[config.mk]
export PLATFORM = sky130hd
export DESIGN_NAME = sdr_stepdown_ctrl
export DESIGN_NICKNAME = d
export VERILOG_FILES = /design/src/core/sdr_pkg.sv /design/src/core/sdr_tick_div.sv /design/src/core/sdr_ramp.sv /design/src/core/sdr_stepdown_ctrl.sv
export SDC_FILE = /design/constraint.sdc
export NUM_CORES = 1
export LEC_CHECK = 0
export BUFFER_PORTS_ARGS = -buffer_cell sky130_fd_sc_hd__buf_2
export CAP_MARGIN = 20
export CORE_AREA = 2 2 118 74
export DETAILED_ROUTE_END_ITERATION = 7
export DIE_AREA = 0 0 120 76
export GPL_TIMING_DRIVEN = 0
export PLACE_DENSITY = 0.72
export SKIP_CTS_REPAIR_TIMING = 1
export SLEW_MARGIN = 20
export SYNTH_ARGS = -nofsm -noshare
export SYNTH_HDL_FRONTEND = slang
export SYNTH_SLANG_ARGS = --single-unit
export TNS_END_PERCENT = 5
[constraint.sdc]
create_clock -name sys_clk -period 8.93 [get_ports sys_clk]
set_clock_uncertainty 0.1 [all_clocks]
set_input_delay 1.3395 -clock sys_clk [delete_from_list [all_inputs] [get_ports sys_clk]]
set_output_delay 1.3395 -clock sys_clk [all_outputs]
set_load 0.01 [all_outputs]
[src/core/sdr_pkg.sv]
// Constants and carrier types for the step-down regulator control
// How it works
// - Main control holds a 5-bit voltage code, 50 mV steps from 0.6 V.
// - Span bit picks low or high span; enabled code changes stay in span.
// - Span bit changes only while disabled; host disables before changing.
// - Written code outside the chosen span is replaced by the 1.3 V code.
// - Writing enable starts the regulator; switching begins about 3 ms later.
// - Soft start uses the reduced peak current limit.
// - Both switches idle for a delay after zero current enters power saving.
// - Ramping steps the applied code one count toward target every 4 ms.
// - Ramping stays inside the current span while enabled.
// - Two-bit ramp field turns controlled ramping on or off.
// - Over-current turns high side off until the off-time expires.
// - Over-current sets its event bit and toggles the fault flag.
// - Over-current with output 400 mV low sets the under-voltage event.
// - Under-voltage detection is masked during startup.
// - Per-fault trigger bits start a power-cycle with programmable wait.
// - Over-voltage: high side off, discharge on, event set, flag toggled.
// - After over-voltage stay off and pulled down until cleared.
// - One bit enables discharge during the power-cycle wait after a fault; over-voltage hold discharges regardless.
// - Another bit enables discharge when disabled through the enable bit.
// - Flag toggles once per event until the host reads and clears it.
package sdr_pkg;
  // Register offsets
  localparam logic [7:0] FAULT_EV_ADDR  = 8'h06;
  localparam logic [7:0] PCYC_CFG_ADDR  = 8'h13;
  localparam logic [7:0] MAIN_CTRL_ADDR = 8'h30;
  localparam logic [7:0] DISCH_CFG_ADDR = 8'h31;
  localparam logic [7:0] RAMP_CFG_ADDR  = 8'h50;
  // Fields
  localparam int CODE_W      = 5;
  localparam int CODE_MSB    = 4;
  localparam int SPAN_BIT    = 6;
  localparam int EN_BIT      = 7;
  localparam int EV_OC_BIT   = 0;
  localparam int EV_OV_BIT   = 1;
  localparam int EV_UV_BIT   = 2;
  localparam int DIS_FLT_BIT = 4;
  localparam int DIS_OFF_BIT = 5;
  localparam int PC_OC_BIT   = 0;
  localparam int PC_UV_BIT   = 1;
  localparam int PC_OV_BIT   = 2;
  localparam int PC_WAIT_LSB = 4;
  localparam int PC_WAIT_MSB = 7;
  localparam logic [4:0] MID_CODE = 5'h0e;
  localparam logic [7:0] DISCH_MASK = 8'h30;
  // Reset values
  localparam logic [7:0] MAIN_CTRL_RST = 8'h00;
  localparam logic [7:0] DISCH_CFG_RST = 8'h00;
  localparam logic [1:0] RAMP_CFG_RST  = 2'h0;
  localparam logic [7:0] PCYC_CFG_RST  = 8'h00;
  // Timing
  localparam int CLK_PERIOD_NS   = 40;
  localparam int MS_NS           = 1000000;
  localparam int MS_TICK_CYCLES  = MS_NS / CLK_PERIOD_NS;
  localparam int START_DELAY_MS  = 3;
  localparam int SOFT_START_MS   = 2;
  localparam int RAMP_STEP_MS    = 4;
  localparam int PSAVE_DELAY_CYC = 8;

  typedef enum logic [2:0] {ST_OFF, ST_DELAY, ST_SOFT, ST_RUN, ST_OVHOLD, ST_PCYC} sdr_state_type;

  typedef struct packed {
    logic       wr;
    logic       rd;
    logic [7:0] addr;
    logic [7:0] wdata;
  } sdr_reg_req_type;

  typedef struct packed {
    logic oc_detect;
    logic uv_detect;
    logic ov_detect;
    logic offtime_done;
    logic zero_cross;
    logic switches_idle;
  } sdr_sense_type;

  typedef struct packed {
    logic switching_en;
    logic hs_allow;
    logic soft_limit;
    logic power_save;
    logic discharge_on;
  } sdr_stage_type;
endpackage

[src/core/sdr_tick_div.sv]
// One-cycle enable pulse every CYCLES clocks
`timescale 1ns/10ps
module sdr_tick_div
  import sdr_pkg::*;
#(
  parameter int CYCLES = MS_TICK_CYCLES
)(
  // Clock and reset
  input  wire logic sys_clk,
  input  wire logic rst,
  // Tick
  output logic      tick
);
  localparam int CW = $clog2(CYCLES + 1);
  typedef struct packed {
    logic [CW-1:0] cnt;
    logic          tick;
  } sdr_div_type;
  sdr_div_type s_ff;
  sdr_div_type nxt_s;

  always_comb
  begin
    nxt_s = s_ff;
    nxt_s.tick = (s_ff.cnt == CW'(CYCLES - 1));
    nxt_s.cnt = nxt_s.tick ? '0 : CW'(s_ff.cnt + 1'b1);
  end

  always_ff @(posedge sys_clk)
  begin
    if (rst)
      s_ff <= '0;
    else
      s_ff <= nxt_s;
  end

  assign tick = s_ff.tick;
endmodule

[src/core/sdr_ramp.sv]
// Applied voltage code sequencer
`timescale 1ns/10ps
module sdr_ramp
  import sdr_pkg::*;
#(
  parameter int STEP_TICKS = RAMP_STEP_MS
)(
  // Clock and reset
  input  wire logic              sys_clk,
  input  wire logic              rst,
  // Control
  input  wire logic              ms_tick,
  input  wire logic              ramp_on,
  input  wire logic [CODE_W-1:0] target,
  // Result
  output logic [CODE_W-1:0]      applied
);
  typedef struct packed {
    logic [3:0]        cnt;
    logic [CODE_W-1:0] applied;
  } sdr_ramp_type;
  sdr_ramp_type s_ff;
  sdr_ramp_type nxt_s;

  always_comb
  begin
    nxt_s = s_ff;
    if (!ramp_on)
    begin
      nxt_s.applied = target;
      nxt_s.cnt = '0;
    end
    else if (s_ff.applied == target)
      nxt_s.cnt = '0;
    else if (ms_tick)
    begin
      if (s_ff.cnt == 4'(STEP_TICKS - 1))
      begin
        nxt_s.cnt = '0;
        // Target is already clamped to the span, so steps stay in it
        if (s_ff.applied < target)
          nxt_s.applied = CODE_W'(s_ff.applied + 1'b1);
        else
          nxt_s.applied = CODE_W'(s_ff.applied - 1'b1);
      end
      else
        nxt_s.cnt = 4'(s_ff.cnt + 1'b1);
    end
  end

  always_ff @(posedge sys_clk)
  begin
    if (rst)
      s_ff <= '0;
    else
      s_ff <= nxt_s;
  end

  assign applied = s_ff.applied;
endmodule

[src/core/sdr_stepdown_ctrl.sv]
// Step-down regulator control: registers, sequencing, fault handling
`timescale 1ns/10ps
module sdr_stepdown_ctrl
  import sdr_pkg::*;
#(
  parameter int MS_CYCLES = MS_TICK_CYCLES
)(
  // Clock and reset
  input  wire logic            sys_clk,
  input  wire logic            rst,
  // Register port
  input  wire sdr_reg_req_type reg_req,
  output logic [7:0]           reg_rdata,
  output logic                 reg_rvalid,
  // Power stage comparators and commands
  input  wire sdr_sense_type   sense,
  output sdr_stage_type        stage,
  output logic [CODE_W-1:0]    applied_code,
  output logic                 upper_span_select,
  output logic                 system_fault_flag
);
  typedef struct packed {
    sdr_state_type st;
    logic [3:0]    tcnt;
    logic [7:0]    main_ctrl;
    logic [7:0]    disch_cfg;
    logic [1:0]    ramp_cfg;
    logic [7:0]    pcyc_cfg;
    logic [2:0]    ev;
    logic          flag;
    logic          hs_off;
    logic [3:0]    idle_cnt;
    logic [7:0]    rdata;
    logic          rvalid;
    sdr_stage_type stage;
  } sdr_core_type;

  sdr_core_type      s_ff;
  sdr_core_type      nxt_s;
  logic              ms_tick;
  logic              ramp_on;
  logic [CODE_W-1:0] ramp_code;

  sdr_tick_div #(
    .CYCLES (MS_CYCLES)
  ) u_tick (
    .sys_clk (sys_clk),
    .rst     (rst),
    .tick    (ms_tick)
  );

  // Ramp only once started, so a fresh span is applied directly
  assign ramp_on = s_ff.main_ctrl[EN_BIT] && (s_ff.ramp_cfg != 2'h0)
    && (s_ff.st == ST_DELAY || s_ff.st == ST_SOFT || s_ff.st == ST_RUN);

  sdr_ramp #(
    .STEP_TICKS (RAMP_STEP_MS)
  ) u_ramp (
    .sys_clk (sys_clk),
    .rst     (rst),
    .ms_tick (ms_tick),
    .ramp_on (ramp_on),
    .target  (s_ff.main_ctrl[CODE_MSB:0]),
    .applied (ramp_code)
  );

  always_comb
  begin
    logic [2:0]        ev_set;
    logic [2:0]        ev_base;
    logic [CODE_W-1:0] code;
    logic              span;
    logic              en;
    logic              active;
    logic              n_active;
    logic              pc_trig;
    ev_set = '0;
    ev_base = '0;
    code = '0;
    span = 1'b0;
    en = s_ff.main_ctrl[EN_BIT];
    active = (s_ff.st == ST_SOFT) || (s_ff.st == ST_RUN);
    n_active = 1'b0;
    pc_trig = 1'b0;
    nxt_s = s_ff;
    nxt_s.rvalid = 1'b0;

    // Span frozen while enabled
    span = en ? s_ff.main_ctrl[SPAN_BIT] : reg_req.wdata[SPAN_BIT];
    code = reg_req.wdata[CODE_MSB:0];
    if ((!span && code > MID_CODE) || (span && code < MID_CODE))
      code = MID_CODE;

    // Fault detection
    ev_set[EV_OC_BIT] = active && sense.oc_detect;
    ev_set[EV_OV_BIT] = active && sense.ov_detect;
    ev_set[EV_UV_BIT] = (s_ff.st == ST_RUN) && sense.oc_detect && sense.uv_detect;
    ev_base = (reg_req.rd && reg_req.addr == FAULT_EV_ADDR) ? 3'h0 : s_ff.ev;
    pc_trig = (ev_set[EV_OC_BIT] && s_ff.pcyc_cfg[PC_OC_BIT])
           || (ev_set[EV_UV_BIT] && s_ff.pcyc_cfg[PC_UV_BIT]);

    // Register writes
    if (reg_req.wr)
    begin
      case (reg_req.addr)
        MAIN_CTRL_ADDR: nxt_s.main_ctrl = {reg_req.wdata[EN_BIT], span, 1'b0, code};
        DISCH_CFG_ADDR: nxt_s.disch_cfg = reg_req.wdata & DISCH_MASK;
        RAMP_CFG_ADDR:  nxt_s.ramp_cfg = reg_req.wdata[1:0];
        PCYC_CFG_ADDR:  nxt_s.pcyc_cfg = reg_req.wdata;
        default:        nxt_s.pcyc_cfg = s_ff.pcyc_cfg;
      endcase
    end

    // Register reads, unmapped reads return zero
    if (reg_req.rd)
    begin
      nxt_s.rvalid = 1'b1;
      case (reg_req.addr)
        FAULT_EV_ADDR:  nxt_s.rdata = {5'h00, s_ff.ev};
        MAIN_CTRL_ADDR: nxt_s.rdata = s_ff.main_ctrl;
        DISCH_CFG_ADDR: nxt_s.rdata = s_ff.disch_cfg;
        RAMP_CFG_ADDR:  nxt_s.rdata = {6'h00, s_ff.ramp_cfg};
        PCYC_CFG_ADDR:  nxt_s.rdata = s_ff.pcyc_cfg;
        default:        nxt_s.rdata = 8'h00;
      endcase
    end

    // Read clears, a new event wins and toggles once
    nxt_s.ev = ev_base | ev_set;
    if (|(ev_set & ~ev_base))
      nxt_s.flag = !s_ff.flag;

    // High side held off until the off-time ends
    if (ev_set[EV_OC_BIT])
      nxt_s.hs_off = 1'b1;
    else if (sense.offtime_done || !active)
      nxt_s.hs_off = 1'b0;

    // Sequencer
    unique case (s_ff.st)
      ST_OFF:
      begin
        nxt_s.tcnt = '0;
        if (en)
          nxt_s.st = ST_DELAY;
      end
      ST_DELAY:
      begin
        if (ms_tick)
        begin
          nxt_s.tcnt = 4'(s_ff.tcnt + 1'b1);
          if (s_ff.tcnt == 4'(START_DELAY_MS - 1))
          begin
            nxt_s.st = ST_SOFT;
            nxt_s.tcnt = '0;
          end
        end
      end
      ST_SOFT:
      begin
        if (ms_tick)
        begin
          nxt_s.tcnt = 4'(s_ff.tcnt + 1'b1);
          if (s_ff.tcnt == 4'(SOFT_START_MS - 1))
          begin
            nxt_s.st = ST_RUN;
            nxt_s.tcnt = '0;
          end
        end
      end
      ST_RUN:
        nxt_s.tcnt = '0;
      ST_OVHOLD:
      begin
        // Leaves only after the event is read and the output is back down
        nxt_s.tcnt = '0;
        if (!ev_base[EV_OV_BIT] && !sense.ov_detect)
          nxt_s.st = s_ff.pcyc_cfg[PC_OV_BIT] ? ST_PCYC : ST_OFF;
      end
      ST_PCYC:
      begin
        if (ms_tick)
        begin
          nxt_s.tcnt = 4'(s_ff.tcnt + 1'b1);
          if (s_ff.tcnt >= s_ff.pcyc_cfg[PC_WAIT_MSB:PC_WAIT_LSB])
          begin
            nxt_s.st = en ? ST_DELAY : ST_OFF;
            nxt_s.tcnt = '0;
          end
        end
      end
    endcase

    // Fault and disable overrides
    if (ev_set[EV_OV_BIT])
      nxt_s.st = ST_OVHOLD;
    else if (pc_trig)
    begin
      nxt_s.st = ST_PCYC;
      nxt_s.tcnt = '0;
    end
    else if (!en && s_ff.st != ST_OVHOLD && s_ff.st != ST_PCYC)
      nxt_s.st = ST_OFF;

    // Light-load idle counting after zero crossing
    if (nxt_s.st == ST_RUN && sense.switches_idle && (s_ff.idle_cnt != 4'h0 || sense.zero_cross))
    begin
      if (s_ff.idle_cnt != 4'(PSAVE_DELAY_CYC))
        nxt_s.idle_cnt = 4'(s_ff.idle_cnt + 1'b1);
    end
    else
      nxt_s.idle_cnt = '0;

    // Power stage commands
    n_active = (nxt_s.st == ST_SOFT) || (nxt_s.st == ST_RUN);
    nxt_s.stage.switching_en = n_active;
    nxt_s.stage.hs_allow = n_active && !nxt_s.hs_off;
    nxt_s.stage.soft_limit = (nxt_s.st == ST_SOFT);
    nxt_s.stage.power_save = (nxt_s.idle_cnt == 4'(PSAVE_DELAY_CYC));
    nxt_s.stage.discharge_on = (nxt_s.st == ST_OVHOLD)
      || (nxt_s.st == ST_PCYC && s_ff.disch_cfg[DIS_FLT_BIT])
      || (nxt_s.st == ST_OFF && !en && s_ff.disch_cfg[DIS_OFF_BIT]);
  end

  always_ff @(posedge sys_clk)
  begin
    if (rst)
    begin
      s_ff <= '0;
      s_ff.st <= ST_OFF;
      s_ff.main_ctrl <= MAIN_CTRL_RST;
      s_ff.disch_cfg <= DISCH_CFG_RST;
      s_ff.ramp_cfg <= RAMP_CFG_RST;
      s_ff.pcyc_cfg <= PCYC_CFG_RST;
    end
    else
      s_ff <= nxt_s;
  end

  assign reg_rdata = s_ff.rdata;
  assign reg_rvalid = s_ff.rvalid;
  assign stage = s_ff.stage;
  assign applied_code = ramp_code;
  assign upper_span_select = s_ff.main_ctrl[SPAN_BIT];
  assign system_fault_flag = s_ff.flag;
endmodule

==> impl_summary.md <==
Pwr
Of the total power, the clock network draws 51.4%. The switching power as a share of total power is between 20 and 25%. The power per cell area is 160 mW/mm2.

The part of the power in combinational logic is between 3 and 4%. The internal portion of total power is 0.000591 W. The worst-case IR drop observed on VDD is approximately 0.00012 V.

In this run, flip-flops and latches consume between 40% and 50% of the power. The analysis attributes to net switching a power of 0.000148 W. The overall power after layout is between 0.0007 and 0.0008 W. Summed over all cells, the static leakage comes to 1.78 nW.

Timing
The worst slew margin relative to its limit is between 30% and 40%. The final worst hold slack is 0.351 ns. The transition time at the pin with the least slew margin is just over 0.9 ns. Setup repair after global routing left no endpoint under its margin.

The number of hold-slack violations in the final timing report came to 0. The count of endpoints failing setup in the final report is 0. The final count of pins violating max slew was 0. The post-route clock period utilization is between 30% and 40%. The final total negative setup slack is 0 ns. The time the final worst path needs with I/O delays and setup is ~3.6 ns. Derived from the worst setup path, the maximum achievable clock frequency is about 280 MHz.

Critical path
Of all nets on the critical path, the largest fanout is 8. In this run the worst setup path begins at reg_req[15]. For this run, the slowest stage of the critical path takes about 0.74 ns. In this run the critical register-to-register path is launched from s_ff[42]. The required time at the worst-slack endpoint is slightly above 9 ns. The slowest stage of the critical path belongs to the cell nor4b_2. The startpoint type of the worst setup path is an input port. The critical path goes through buf_2, nor4b_1, nor4b_2, and2_0, clkbuf_1, o221ai_1, o221a_2. The kind of end point of the critical path is a flop. The signal arrival time at the worst endpoint is between 3 and 4 ns. The critical setup path kind is in2reg.

GRT
The first global-routing pass estimated approximately 16,000 um of wire. The number of global-route vias before repair is 3,121. The number of antenna violations at the first check in global routing came to 0. Entering global routing, the biggest net connects 13 pins. For this run the aggregate overflow at the end of global routing stands at 0. Across every metal layer, demand over resource in global routing totals a little over a fifth.

Run
The tool flagged a number of max-cap violations equal to 0.

Yosys
dfxtp_1 takes more of the synthesized area than any other cell. In the synthesized netlist the dominant register cell turns out to be dfxtp_1. After synthesis, the share of flip-flops with an asynchronous set or reset is 0%. The Yosys step of the flow raised 0 warnings. Sequential elements use 37.6% of the synthesized area. The synthesized flop and latch total is 74.

Averaged over all synthesized cells, the footprint is between 8 and 9 um2. The summed instance area of the synthesized netlist is between 0.003 and 0.004 mm2. Yosys attributes the largest share of cell area to dfxtp_1, nor2_1, ha_1, mux2i_1, buf_4. The net count after synthesis is roughly 510.

In this run, synthesis inferred 0 flip-flops with an integrated enable. The proportion of netlist area held by the largest area contributor is a little under two fifths. The number of distinct standard cells referenced by the synthesized netlist is 64. In the synthesized netlist, the number of instances is 459.

Detailed routing
The routed design has about 9300 um of wire. Before antenna repair, the detailed router went through 5 iterations. Summed over all nets, wire length on met2 after detailed routing comes to 4020 um.

For this block, the via count after detailed routing is approximately 3,500. Routed signal wires occupy layers up through met4. The detail route stage leaves a number of antenna-violating nets equal to 0.

The routed wire length on met3 is ~600 um. The iteration-0 DRC count of the detailed router is a little under 300. The detailed-route vias per instance is ~5.5.

In the routed design, unresolved DRC markers number 0. The detailed-route wire length per cell is ~15 um. For this block, wires on met1 add up to about 4600 um.

Worst hold path
The launch instance of the worst min-delay path is reg_rdata[0]. The kind of path behind the tightest hold check is reg2reg.

Placed design
The number of port buffers is 46. The congestion estimate from routability-driven global placement came to 0.881. The sum of net half-perimeters after detailed placement is 6870 um.

CTS
The CTS tree is built. Counting the buffers created by CTS gives 9. The clock input transition at the sequential cells of the worst setup and hold paths is 0.06 ns. The clock latency reported for the late side of the worst-skew pair is between 0.3 and 0.4 ns. CTS saw 74 sinks. The tree is rooted in a clkbuf_16. Counting along the longest clock path gives a buffer depth of 2. In this run the number of H-tree levels came out at 3.

Final layout
After the last flow step, the layout net total stands at 562. The layout overhead on the synthesized area is 17.5%. The number of antenna diodes is 0. Of the cells placed in the final design, the portion with a size suffix greater than 1 is between 10% and 20%.

Die
The horizontal die dimension is 120 um. The floorplan step set the die height to 76 um. The die covers between 0.009 and 0.01 mm2.

The number of rows in the core area is 26. The count of boundary I/O pins is 47. The initial utilization of the core area, before any placement, comes to ~48%. The total area inside the core boundary comes to 0.00817 mm2.

Status
The flow ran to the end, and the final reports show no timing, DRC or antenna violations.
[cell families (layout without fill, tap and decap cells)]
family | Yosys count | in the layout | share of synthesized area (%)
flip-flops | 74 | 74 | 37.6
adder cells (fa/ha/maj) | 20 | 20 | 6.55
multiplexers | 17 | 17 | 4.38
AND/OR/NAND/NOR | 187 | 187 | 24.5
XOR/XNOR | 22 | 22 | 4.89
AO/OA/AOI/OAI | 85 | 85 | 15.2
buffers and inverters | 54 | 115 | 6.93
[power groups by stage]
| stage | sequential (W) | clock [W] | combinational, W |
|---|---|---|---|
| after floorplan | 0.000340 | 0 | 0.0000116 |
| after global placement | 0.000340 | 0 | 0.0000251 |
| after detailed placement | 0.000341 | 0 | 0.0000256 |
| after CTS | 0.000333 | 0.000386 | 0.0000258 |
| after global routing | 0.000334 | 0.000403 | 0.0000289 |
| final | 0.000333 | 0.000380 | 0.0000261 |
[through the flow]
stage          cell area, um2  instances  setup WS [ns]  utilization (%)
6_report                 4630        632           5.37             56.7
5_1_grt                  4630        632           5.23             56.7
4_1_cts                  4630        632           5.37             56.7
3_5_place_dp             4310        617           5.02             52.8
3_3_place_gp             4310        617           5.08             52.8
2_1_floorplan            3940        459           5.63                -
[layout by cell type, fill, tap and decap left out, drive strengths merged, types with 4 or more instances in the layout]
master | netlist | final
nand2b | 8 | 8
nor3 | 10 | 10
a21oi | 25 | 25
buf | 21 | 67
nand2 | 37 | 37
nand3 | 16 | 16
a211oi | 4 | 4
nor2b | 9 | 9
xnor2 | 12 | 12
clkbuf | 12 | 22
and2 | 4 | 4
a31oi | 4 | 4
nor4b | 7 | 7
nand4 | 5 | 5
inv | 21 | 21
a2bb2oi | 7 | 7
dfxtp | 74 | 74
o21ai | 10 | 10
mux2i | 15 | 15
a21o | 6 | 6
nor4 | 6 | 6
nor2 | 65 | 65
xor2 | 10 | 10
ha | 19 | 19
[cell usage after synthesis (all sizes together), types with 2 or more instances]
cell and number:
o31ai 2, nor4b 7, o221a 3, a22oi 3, clkbuf 12, nor3 10, and2 4, nor3b 3
nor2b 9, nor4 6, a21o 6, or3 3, inv 21, a2bb2oi 7, a311oi 2, a31oi 4
ha 19, buf 21, and3 2, a222oi 3, nand2b 8, o211a 2, mux2 2, a21oi 25
xnor2 12, dfxtp 74, or4b 2, xor2 10, nand3 16, o21ai 10, o211ai 3, nor2 65
mux2i 15, nand2 37, a211oi 4, or3b 3, nand4 5, a221oi 2
[state kept, by name, summed over array words and instances, names as in the netlist]
register and flops:
u_ramp.applied 5, u_tick.s_ff 15, reg_rvalid 1, system_fault_flag 1
s_ff 33, reg_rdata 8, stage 5, upper_span_select 1
u_tick.tick 1, u_ramp.s_ff 4
[critical path: cells and delay by family]
kind	cells	cell delay, ns
compound gates	2	0.58
buf+inv	2	0.38
simple gates	3	1.38
[layer usage]
layer | track usage [%] | vias up
li1 | - | 1727
met5 | 0 | -
met4 | 4.94 | 0
met1 | 31.0 | 1610
met3 | 6.14 | 6
met2 | 30.7 | 108
[cell type report]
cell class	count	area, um2
Clock buffer	10	239
Inverter	21	78.8
Timing Repair Buffer	46	230
Multi-Input combinational cell	331	2180
Fill cell	732	3540
Sequential cell	74	1480
Tap cell	112	140
Clock inverter	5	78.8
Buffer	33	194
[worst paths after layout]
check	slack [ns]	cells past startpoint	end
max	5.37	7	s_ff[44]
min	0.35	2	reg_rdata[0]
max reg2reg	5.63	13	u_ramp.applied[4]
min reg2reg	0.35	2	reg_rdata[0]
No activity file was read; power rests on OpenSTA's default activity.
